**config.mk**
```make
export PLATFORM = sky130hd
export DESIGN_NAME = bbt_top
export DESIGN_NICKNAME = d
export VERILOG_FILES = /design/src/bbt_pkg.sv /design/src/bbt_top.sv
export SDC_FILE = /design/constraint.sdc
export NUM_CORES = 1
export LEC_CHECK = 0
export BUFFER_PORTS_ARGS = -buffer_cell sky130_fd_sc_hd__buf_2
export CORE_ASPECT_RATIO = 0.9
export CORE_MARGIN = 3
export CORE_UTILIZATION = 59
export DETAILED_ROUTE_END_ITERATION = 10
export PLACE_DENSITY = 0.82
export SYNTH_ARGS = -nofsm -noshare
export SYNTH_HDL_FRONTEND = slang
export SYNTH_SLANG_ARGS = --single-unit
```
**constraint.sdc**
```tcl
create_clock -name mclk -period 4.2 [get_ports mclk]
set_clock_uncertainty 0.2 [all_clocks]
set_input_delay 0.21 -clock mclk [delete_from_list [all_inputs] [get_ports mclk]]
set_output_delay 0.21 -clock mclk [all_outputs]
set_load 0.01 [all_outputs]
```
**src/bbt_pkg.sv**
```systemverilog
package bbt_pkg;

  // native word and physical address widths
  localparam int NWW = 32;
  localparam int PAW = 32;

  // privilege encodings seen on the request ports
  localparam logic [1:0] PRIV_U = 2'h0;
  localparam logic [1:0] PRIV_S = 2'h1;
  localparam logic [1:0] PRIV_H = 2'h2;
  localparam logic [1:0] PRIV_M = 2'h3;

  // translation scheme field values
  typedef enum logic [1:0] {
    BBT_PASS   = 2'b00,
    BBT_SINGLE = 2'b01,
    BBT_SPLIT  = 2'b10
  } bbt_scheme_e;

  // register word indices on the avalon bus (byte address = 4 * index)
  localparam logic [2:0] REG_CTRL   = 3'h0;
  localparam logic [2:0] REG_SBASE  = 3'h1;
  localparam logic [2:0] REG_SLIMIT = 3'h2;
  localparam logic [2:0] REG_IBASE  = 3'h3;
  localparam logic [2:0] REG_ILIMIT = 3'h4;
  localparam logic [2:0] REG_DBASE  = 3'h5;
  localparam logic [2:0] REG_DLIMIT = 3'h6;
  localparam logic [2:0] REG_FADDR  = 3'h7;

  // control register field positions
  localparam int CTRL_SCHEME_LSB = 0;
  localparam int CTRL_MODIFY_PRIVILEGE_FLAG_BIT   = 2;
  localparam int CTRL_MPP_LSB    = 3;
  localparam int CTRL_SF_BIT     = 8;
  localparam int CTRL_DF_BIT     = 9;

  // reset values
  localparam logic [NWW-1:0] SEG_RESET = 32'h0000_0000;

  // one request from the fetch or load/store pipeline
  typedef struct packed {
    logic           valid;
    logic [NWW-1:0] vaddr;
    logic [1:0]     priv;
  } bbt_req_s;

  // one answer toward memory and the pipeline
  typedef struct packed {
    logic           valid;
    logic [PAW-1:0] paddr;
    logic           fault;
    logic [NWW-1:0] vaddr;
  } bbt_rsp_s;

  // result of one translation
  typedef struct packed {
    logic [PAW-1:0] paddr;
    logic           fault;
  } bbt_xl_s;

endpackage

```
**src/bbt_top.sv**
```systemverilog
// Function
// [RULE1] reset or scheme 0 gives pass-through
// [RULE2] pass-through copies address, drops excess bits
// [RULE3] scheme 1 selects single base/limit segment
// [RULE4] single segment starts at zero, maps at base
// [RULE5] lower-privilege addresses get base added
// [RULE6] fault when address at or above limit
// [RULE7] machine accesses bypass unless modify-privilege loads/stores
// [RULE8] scheme 2 selects split instruction/data segments
// [RULE9] split mode uses own base/limit per stream
// [RULE10] data at zero, instructions at top half
// [RULE11] split fetch with clear top bit faults
// [RULE12] split fetch top bit cleared for base/limit
// [RULE13] split support implies single support
// [RULE14] single base/limit writes update both copies
// [RULE15] single base/limit reads return data copy
// [RULE16] single mode fetch keeps top bit intact
// [RULE17] scheme only changed from machine register bus
// [RULE18] modify-privilege loads/stores use prior privilege
// [RULE19] faults precise, faulting access never reaches memory
`timescale 1ns/10ps
`default_nettype none
module bbt_top
  import bbt_pkg::*;
(
  input  wire logic                mclk,
  input  wire logic                nrst,
  // avalon-mm register slave, word addressed
  input  wire logic [2:0]          avs_address,
  input  wire logic                avs_read,
  input  wire logic                avs_write,
  input  wire logic [31:0]         avs_writedata,
  input  wire logic [3:0]          avs_byteenable,
  output logic [31:0]              avs_readdata,
  output logic                     avs_waitrequest,
  // pipeline side
  input  wire bbt_pkg::bbt_req_s   fetch_req,
  input  wire bbt_pkg::bbt_req_s   data_req,
  // memory side and fault reporting
  output bbt_pkg::bbt_rsp_s        fetch_rsp,
  output bbt_pkg::bbt_rsp_s        data_rsp
);
  import bbt_pkg::*;

  // control and segment state
  bbt_scheme_e    scheme_q;      // translation scheme field
  logic           modify_privilege_flag_q;        // modify-privilege flag
  logic [1:0]     mpp_q;         // prior-privilege field
  logic [NWW-1:0] ibase_q;       // instruction segment base
  logic [NWW-1:0] ilimit_q;      // instruction segment limit
  logic [NWW-1:0] dbase_q;       // data segment base
  logic [NWW-1:0] dlimit_q;      // data segment limit
  logic [NWW-1:0] faddr_q;       // last faulting virtual address
  logic           sfault_q;      // sticky fetch fault seen
  logic           dfault_q;      // sticky data fault seen

  // bus handshake state
  logic           ack_q;         // answer phase of the current access
  logic [31:0]    rdata_q;       // read data captured for the answer
  logic           bus_req;       // a read or write is pending
  logic           wr_take;       // write commits this edge

  // byte-lane merge, used by the four segment registers
  function automatic logic [31:0] be_merge(input logic [31:0] old_v,
                                           input logic [31:0] new_v,
                                           input logic [3:0]  be);
    logic [31:0] r;
    r = old_v;
    for (int i = 0; i < 4; i++) begin
      if (be[i]) begin
        r[8*i +: 8] = new_v[8*i +: 8];
      end
    end
    return r;
  endfunction

  // translate one address; shared by the fetch and data streams
  function automatic bbt_xl_s xlate(input logic [NWW-1:0] va,
                                    input logic           is_fetch,
                                    input logic [1:0]     epriv,
                                    input bbt_scheme_e    sch,
                                    input logic [NWW-1:0] ib,
                                    input logic [NWW-1:0] il,
                                    input logic [NWW-1:0] db,
                                    input logic [NWW-1:0] dl);
    bbt_xl_s        r;
    logic [NWW-1:0] off;
    r.paddr = va[PAW-1:0];                              // see [RULE2]
    r.fault = 1'b0;
    off     = va;
    if (epriv != PRIV_M) begin                          // see [RULE7]
      case (sch)
        BBT_SINGLE: begin
          // single mode: both copies hold the same value after a full-word alias write
          r.paddr = PAW'(db + va);                      // see [RULE4] see [RULE5] see [RULE16]
          r.fault = (va >= dl);                         // see [RULE6]
        end
        BBT_SPLIT: begin
          if (is_fetch) begin
            off     = {1'b0, va[NWW-2:0]};              // see [RULE12]
            r.paddr = PAW'(ib + off);                   // see [RULE9] see [RULE10]
            r.fault = !va[NWW-1] || (off >= il);        // see [RULE11]
          end else begin
            r.paddr = PAW'(db + va);                    // see [RULE9] see [RULE10]
            r.fault = (va >= dl);
          end
        end
        default: begin
          r.paddr = va[PAW-1:0];                        // see [RULE1]
          r.fault = 1'b0;
        end
      endcase
    end
    return r;
  endfunction

  // effective privileges: data may borrow the prior privilege
  logic [1:0] fetch_priv;
  logic [1:0] data_priv;
  bbt_xl_s    fetch_xl;
  bbt_xl_s    data_xl;

  always_comb begin
    fetch_priv = fetch_req.priv;                        // fetches never borrow
    data_priv  = data_req.priv;
    if (data_req.priv == PRIV_M && modify_privilege_flag_q) begin
      data_priv = mpp_q;                                // see [RULE18] see [RULE7]
    end
  end

  // both streams are translated and checked in the same cycle
  assign fetch_xl = xlate(fetch_req.vaddr, 1'b1, fetch_priv, scheme_q,
                          ibase_q, ilimit_q, dbase_q, dlimit_q);
  assign data_xl  = xlate(data_req.vaddr, 1'b0, data_priv, scheme_q,
                          ibase_q, ilimit_q, dbase_q, dlimit_q);

  // avalon handshake: one wait cycle, then the answer
  assign bus_req         = avs_read || avs_write;
  assign avs_waitrequest = bus_req && !ack_q;
  assign wr_take         = avs_write && ack_q;
  assign avs_readdata    = rdata_q;

  // answer phase toggles once per access
  always_ff @(posedge mclk or negedge nrst) begin
    if (!nrst) begin
      ack_q <= 1'b0;
    end else begin
      ack_q <= bus_req && !ack_q;
    end
  end

  // read data is captured in the wait cycle; unmapped reads are zero
  always_ff @(posedge mclk or negedge nrst) begin
    if (!nrst) begin
      rdata_q <= 32'h0000_0000;
    end else if (avs_read && !ack_q) begin
      case (avs_address)
        REG_CTRL: begin
          rdata_q <= 32'h0000_0000;
          rdata_q[CTRL_SCHEME_LSB +: 2] <= scheme_q;
          rdata_q[CTRL_MODIFY_PRIVILEGE_FLAG_BIT]        <= modify_privilege_flag_q;
          rdata_q[CTRL_MPP_LSB +: 2]    <= mpp_q;
          rdata_q[CTRL_SF_BIT]          <= sfault_q;
          rdata_q[CTRL_DF_BIT]          <= dfault_q;
        end
        REG_SBASE:  rdata_q <= dbase_q;                 // see [RULE15]
        REG_SLIMIT: rdata_q <= dlimit_q;                // see [RULE15]
        REG_IBASE:  rdata_q <= ibase_q;
        REG_ILIMIT: rdata_q <= ilimit_q;
        REG_DBASE:  rdata_q <= dbase_q;
        REG_DLIMIT: rdata_q <= dlimit_q;
        REG_FADDR:  rdata_q <= faddr_q;
        default:    rdata_q <= 32'h0000_0000;
      endcase
    end
  end

  // control register; only this machine-level bus can change the scheme
  always_ff @(posedge mclk or negedge nrst) begin
    if (!nrst) begin
      scheme_q <= BBT_PASS;                             // see [RULE1]
      modify_privilege_flag_q   <= 1'b0;
      mpp_q    <= PRIV_U;
    end else if (wr_take && avs_address == REG_CTRL && avs_byteenable[0]) begin
      // value 3 is not a scheme; keep the old one rather than fall back
      case (avs_writedata[CTRL_SCHEME_LSB +: 2])
        BBT_PASS:   scheme_q <= BBT_PASS;               // see [RULE1] see [RULE17]
        BBT_SINGLE: scheme_q <= BBT_SINGLE;             // see [RULE3] see [RULE13]
        BBT_SPLIT:  scheme_q <= BBT_SPLIT;              // see [RULE8]
        default:    scheme_q <= scheme_q;
      endcase
      modify_privilege_flag_q <= avs_writedata[CTRL_MODIFY_PRIVILEGE_FLAG_BIT];
      mpp_q  <= avs_writedata[CTRL_MPP_LSB +: 2];
    end
  end

  // instruction segment pair, written directly or through the alias
  always_ff @(posedge mclk or negedge nrst) begin
    if (!nrst) begin
      ibase_q  <= SEG_RESET;
      ilimit_q <= SEG_RESET;
    end else if (wr_take) begin
      if (avs_address == REG_SBASE || avs_address == REG_IBASE) begin
        ibase_q <= be_merge(ibase_q, avs_writedata, avs_byteenable);   // see [RULE14]
      end
      if (avs_address == REG_SLIMIT || avs_address == REG_ILIMIT) begin
        ilimit_q <= be_merge(ilimit_q, avs_writedata, avs_byteenable); // see [RULE14]
      end
    end
  end

  // data segment pair, written directly or through the alias
  always_ff @(posedge mclk or negedge nrst) begin
    if (!nrst) begin
      dbase_q  <= SEG_RESET;
      dlimit_q <= SEG_RESET;
    end else if (wr_take) begin
      if (avs_address == REG_SBASE || avs_address == REG_DBASE) begin
        dbase_q <= be_merge(dbase_q, avs_writedata, avs_byteenable);   // see [RULE14]
      end
      if (avs_address == REG_SLIMIT || avs_address == REG_DLIMIT) begin
        dlimit_q <= be_merge(dlimit_q, avs_writedata, avs_byteenable); // see [RULE14]
      end
    end
  end

  // fault bookkeeping: a new fault wins over a clear in the same cycle
  always_ff @(posedge mclk or negedge nrst) begin
    if (!nrst) begin
      sfault_q <= 1'b0;
      dfault_q <= 1'b0;
      faddr_q  <= SEG_RESET;
    end else begin
      if (wr_take && avs_address == REG_CTRL && avs_byteenable[1]) begin
        // write one to clear the sticky bits
        if (avs_writedata[CTRL_SF_BIT]) sfault_q <= 1'b0;
        if (avs_writedata[CTRL_DF_BIT]) dfault_q <= 1'b0;
      end
      if (fetch_req.valid && fetch_xl.fault) begin
        sfault_q <= 1'b1;
        faddr_q  <= fetch_req.vaddr;
      end
      // data faults take the address register when both fault together
      if (data_req.valid && data_xl.fault) begin
        dfault_q <= 1'b1;
        faddr_q  <= data_req.vaddr;
      end
    end
  end

  // registered answers; a faulting access never asserts valid to memory
  always_ff @(posedge mclk or negedge nrst) begin
    if (!nrst) begin
      fetch_rsp <= '0;
    end else begin
      fetch_rsp.valid <= fetch_req.valid && !fetch_xl.fault;   // see [RULE19]
      fetch_rsp.fault <= fetch_req.valid && fetch_xl.fault;    // see [RULE19]
      fetch_rsp.paddr <= fetch_xl.paddr;
      fetch_rsp.vaddr <= fetch_req.vaddr;
    end
  end

  always_ff @(posedge mclk or negedge nrst) begin
    if (!nrst) begin
      data_rsp <= '0;
    end else begin
      data_rsp.valid <= data_req.valid && !data_xl.fault;      // see [RULE19]
      data_rsp.fault <= data_req.valid && data_xl.fault;       // see [RULE19]
      data_rsp.paddr <= data_xl.paddr;
      data_rsp.vaddr <= data_req.vaddr;
    end
  end
endmodule
`default_nettype wire
```
; Word-level counts from Yosys, hierarchy flattened
; Index checks and enable logic that the tools add are counted.
[classes]
n_addsub = 3
n_mul = 0
n_div = 0
n_lt_le_gt_ge = 3
n_eq_ne = 14
shifts = 0
n_mux = 15
bitwise = 0
n_reduce_logical = 51
[ops]
columns = op, n
row1 = $pmux W32 S6, 1
row2 = $mux W33, 3
row3 = $pmux W33 S2, 1
row4 = $add A32 B32 Y32, 2
row5 = $ge A32 B32 Y1, 2
row6 = $mux W32, 2
row7 = $reduce_and A3 Y1, 16
row8 = $add A32 B31 Y32, 1
row9 = $ge A31 B32 Y1, 1
row10 = $eq A3 B3 Y1 const B, 4
row11 = $logic_and A1 B1 Y1, 11
row12 = $reduce_bool A2 Y1, 5
row13 = $eq A2 B2 Y1 const B, 3
row14 = $eq A3 B2 Y1 const B, 2
row15 = $logic_or A1 B1 Y1, 6
row16 = $mux W1, 6
row17 = $pmux W2 S3, 1
row18 = $reduce_and A2 Y1, 3
row19 = $reduce_or A2 Y1, 3
row20 = $eq A2 B1 Y1 const B, 2
row21 = $logic_not A1 Y1, 4
row22 = $ne A2 B2 Y1 const B, 2
row23 = $eq A3 B1 Y1 const B, 1
row24 = $logic_not A3 Y1, 1
row25 = other kinds (3), 3
[word_totals]
register_bits = 332
latchBits = 0
ramBits = 0
romBits = 0
word_cells = 118
memories = 0

; Longest topological paths before layout
[logic_depth]
ltp_word = 8
depth_mapped = 13
mapped_depth_nobuf = 12

; Worst setup path after synthesis
; OpenSTA, ideal clock, no wires.
[synth_path]
kind = flip-flop to flip-flop
startpoint = register dbase_q[14]
endpoint = register fetch_rsp[64] (netlist bit)
setup_ns = 0.126
t_arrival_ns = 2.801
path_slack_ns = 1.073
path_stages_with_launch = 11
n_path_buf = 0
cell_sequence = dfrtp_1 > ha_1 > a21oi_2 > nor2_1 > or4_4 > nor3_4 > o31ai_4 > a31o_1 > a211oi_1 > mux2_1 > a221o_1
[synth_rtl]
columns = item, line
row1 = start: declaration, bbt_top.sv:51  ; logic [NWW-1:0] dbase_q;
row2 = start signal: assignment, bbt_top.sv:219  ; dbase_q <= be_merge(dbase_q, avs_writedata, avs_byteenable);
row3 = end: declaration, bbt_top.sv:40  ; output bbt_pkg::bbt_rsp_s fetch_rsp,

==> out/qor.csv <==
metric,value,unit
timing.hold.worst.class,in -> reg,
area_growth,20.4,%
synth_area_per_cell,9.62,um2
synth_area,20200,um2
crit_start,dbase_q[0]$_DFFE_PN0P_,
num_rows,63,
core,33300,um2
clk_pin_slew,0.06,ns
synthArstFlopShare,1.00,
gr-total-overflow,0,
holdWs,0.0313,ns
reg2reg_slack,0.57,ns
die_x,201,um
cts_tree,built,
critPathArrivalTime,3.88,ns
hold_violations,0,
cts.root.buffer_cell,clkbuf_16,
place_area,22100,um2
synth_common_cells,"332 x dfrtp_1, 214 x nand2_1, 190 x ha_1",
vias,18978,
postSynthCellCount,2101,
synth.area.top_cells,"dfrtp_1 41%, ha_1 12%, o21ai_0 4.6%, nand2_1 4.0%, mux2_2 3.9%",
initialDrtViolationCount,2227,
reg2reg_from,dbase_q[0]$_DFFE_PN0P_,
max_freq,276,MHz
worstPathMaxFanout,4,
crit_path_end,fetch_rsp[61]$_DFF_PN0_,
grt_pass1_wl,103000,um
cts_buffer_depth,3,
synth-edff-count,0,
die_area,36500,um2
timing.final.ws_setup,0.572,ns
synth_top_cell_by_area,dfrtp_1,
clk_latency,0.54,ns
fin_tns_setup,0,ns
slew_headroom,0.310,
yosys.cell_count.top_type,dfrtp_1,
yosys_warnings,0,
synth_top_family_by_area,compound AO/OA/AOI/OAI gates,
worstPathRequired,4.45,ns
reg2regPathDepth,11,
period_share,0.864,
cts_buffers,37,
ant_nets,0,
seq_area_frac_synth,0.411,
gp_congestion,1.00,
design_area,24300,um2
powerDensity,589,nW/um2
grt_usage,0.357,
wl_per_cell,22.7,um
synthAdderAreaFrac,0.121,
io_buffers,277,
dpl.cell_count,2767,
htreeDepth,2,
r2r-end,fetch_rsp[61]$_DFF_PN0_,
totalWireLength,66800,um
path_class,reg -> reg,
synth_xor_area_frac,0.0338,
drive_gt1_frac,0.183,
yosys.cell_types.count,74,
clock_sinks,332,
synthMuxAreaShare,0.0465,
grt_pass1_vias,18540,
fin_nets,2760,
maxSlewViolCount,0,
fillers,2331,
grt_antenna_before_repair,3,
cts_resized,0,
min_period,3.63,ns
status,completed,
die_height,182,um
layout.cells.non_filler,2938,
ys_ff_latch,332,
tightest_slew,1.03,ns
power.leakage,11.7,nW
remaining_drc_errors,0,
min_from,data_req[0],
max_cap_violations,0,
power,14.3,mW
vias_per_cell,6.46,
synth_fp_nets,2407,
synthSimpleGateAreaFrac,0.107,
netlist.area_leader.share,0.411,
finalSetupViolCount,0,
grt_start_max_net_pins,126,
start_util,0.606,
hpwl,49700,um
synth_compound_area_frac,0.239,
ys_dominant_reg_cell,dfrtp_1,
pre_cts_slack,0.662,ns
end_kind,flip-flop,
drt_first_pass_iters,6,
start_kind,flip-flop,
final_core_util,0.730,
io_pins,278,
worst_ir_drop_vdd,0.000400,V
min_path_cells,4,
rsz0062_at_grt,no,
-- kinds of logic after synthesis --
logic type               after synthesis
XOR/XNOR                              78
adder cells (fa/ha/maj)              193
AND/OR/NAND/NOR                      480
AO/OA/AOI/OAI                        714
multiplexers                          85
flip-flops                           332
buffers and inverters                219
-- timing repair --
item,CTS,global route
endpoints found under the hold margin,457,0
setup buffers,0,0
hold buffers,103,0
-- placed cells by master (no fill, tap or decap), types with 6 or more instances in the layout --
| master | count |
|---|---|
| a211oi_1 | 24 |
| a21o_1 | 88 |
| a21oi_1 | 138 |
| a221o_1 | 6 |
| a221oi_1 | 57 |
| a2bb2oi_1 | 22 |
| a31oi_1 | 18 |
| and2_1 | 9 |
| and3_1 | 7 |
| and4_1 | 8 |
| buf_2 | 276 |
| buf_4 | 24 |
| clkbuf_1 | 9 |
| clkbuf_16 | 37 |
| clkbuf_8 | 6 |
| dfrtp_1 | 332 |
| dlygate4sd3_1 | 103 |
| ha_1 | 190 |
| inv_1 | 124 |
| mux2_2 | 70 |
| mux2i_1 | 14 |
| nand2_1 | 214 |
| nand2b_1 | 12 |
| nand3_1 | 25 |
| nand4_1 | 21 |
| nor2_1 | 127 |
| nor2b_1 | 14 |
| nor3_1 | 13 |
| o211ai_1 | 12 |
| o21a_1 | 14 |
| o21ai_0 | 184 |
| o21bai_1 | 13 |
| o221ai_1 | 36 |
| o311ai_0 | 30 |
| o31ai_1 | 8 |
| or3_1 | 8 |
| xnor2_1 | 43 |
| xor2_1 | 35 |
-- power by group --
| group | internal, mW | switching [mW] |
|---|---|---|
| registers | 4.15 | 0.729 |
| logic | 2.57 | 3.60 |
| clock network | 1.93 | 1.36 |
-- metal layers --
metal  up-vias  global-route usage  share of wire
li1       8468                   -              -
met1      9010               0.524           0.41
met2      1306               0.516           0.41
met3       192              0.0927           0.14
met4         2               0.125          0.039
met5         -                   0        0.00030
-- state kept, by name, indices dropped and copies added, names as in the netlist, 32 cells and up --
name	flops
ibase_q	32
faddr_q	32
ilimit_q	32
data_rsp	66
fetch_rsp	66
dlimit_q	32
avs_readdata	32
dbase_q	32
-- how the worst min path moves through the flow --
stage | endpoint | slack (ns)
2_1_floorplan | ack_q$_DFF_PN0_ | -0.29
3_3_place_gp | fetch_rsp[37]$_DFF_PN0_ | 0.02
3_5_place_dp | fetch_rsp[37]$_DFF_PN0_ | 0.03
4_1_cts | data_rsp[56]$_DFF_PN0_ | 0.01
5_1_grt | data_rsp[37]$_DFF_PN0_ | 0.09
6_report | data_rsp[56]$_DFF_PN0_ | 0.03
-- worst max-delay path, cell delays in order (launching register included) --
cell	delay [ns]
dfrtp_1	0.47
ha_1	0.26
fa_1	0.42
a21o_1	0.19
a41oi_1	0.26
a21boi_0	0.20
nor2_1	0.23
o21ai_0	0.25
a311oi_1	0.51
o21ai_0	0.18
mux2_2	0.29
o211ai_1	0.09
-- layout make-up --
class	instances	area, um2	area share
well taps	455	569	0.0234
flip-flops and latches	332	8310	0.341
repair buffers	409	2710	0.111
clock buffers	52	1040	0.0428
multi-input cells	1550	11100	0.455
clock inverters	14	173	0.00709
diodes	2	5.00	0.000206
inverters	124	465	0.0191
Power figures use the tool's default switching activity.
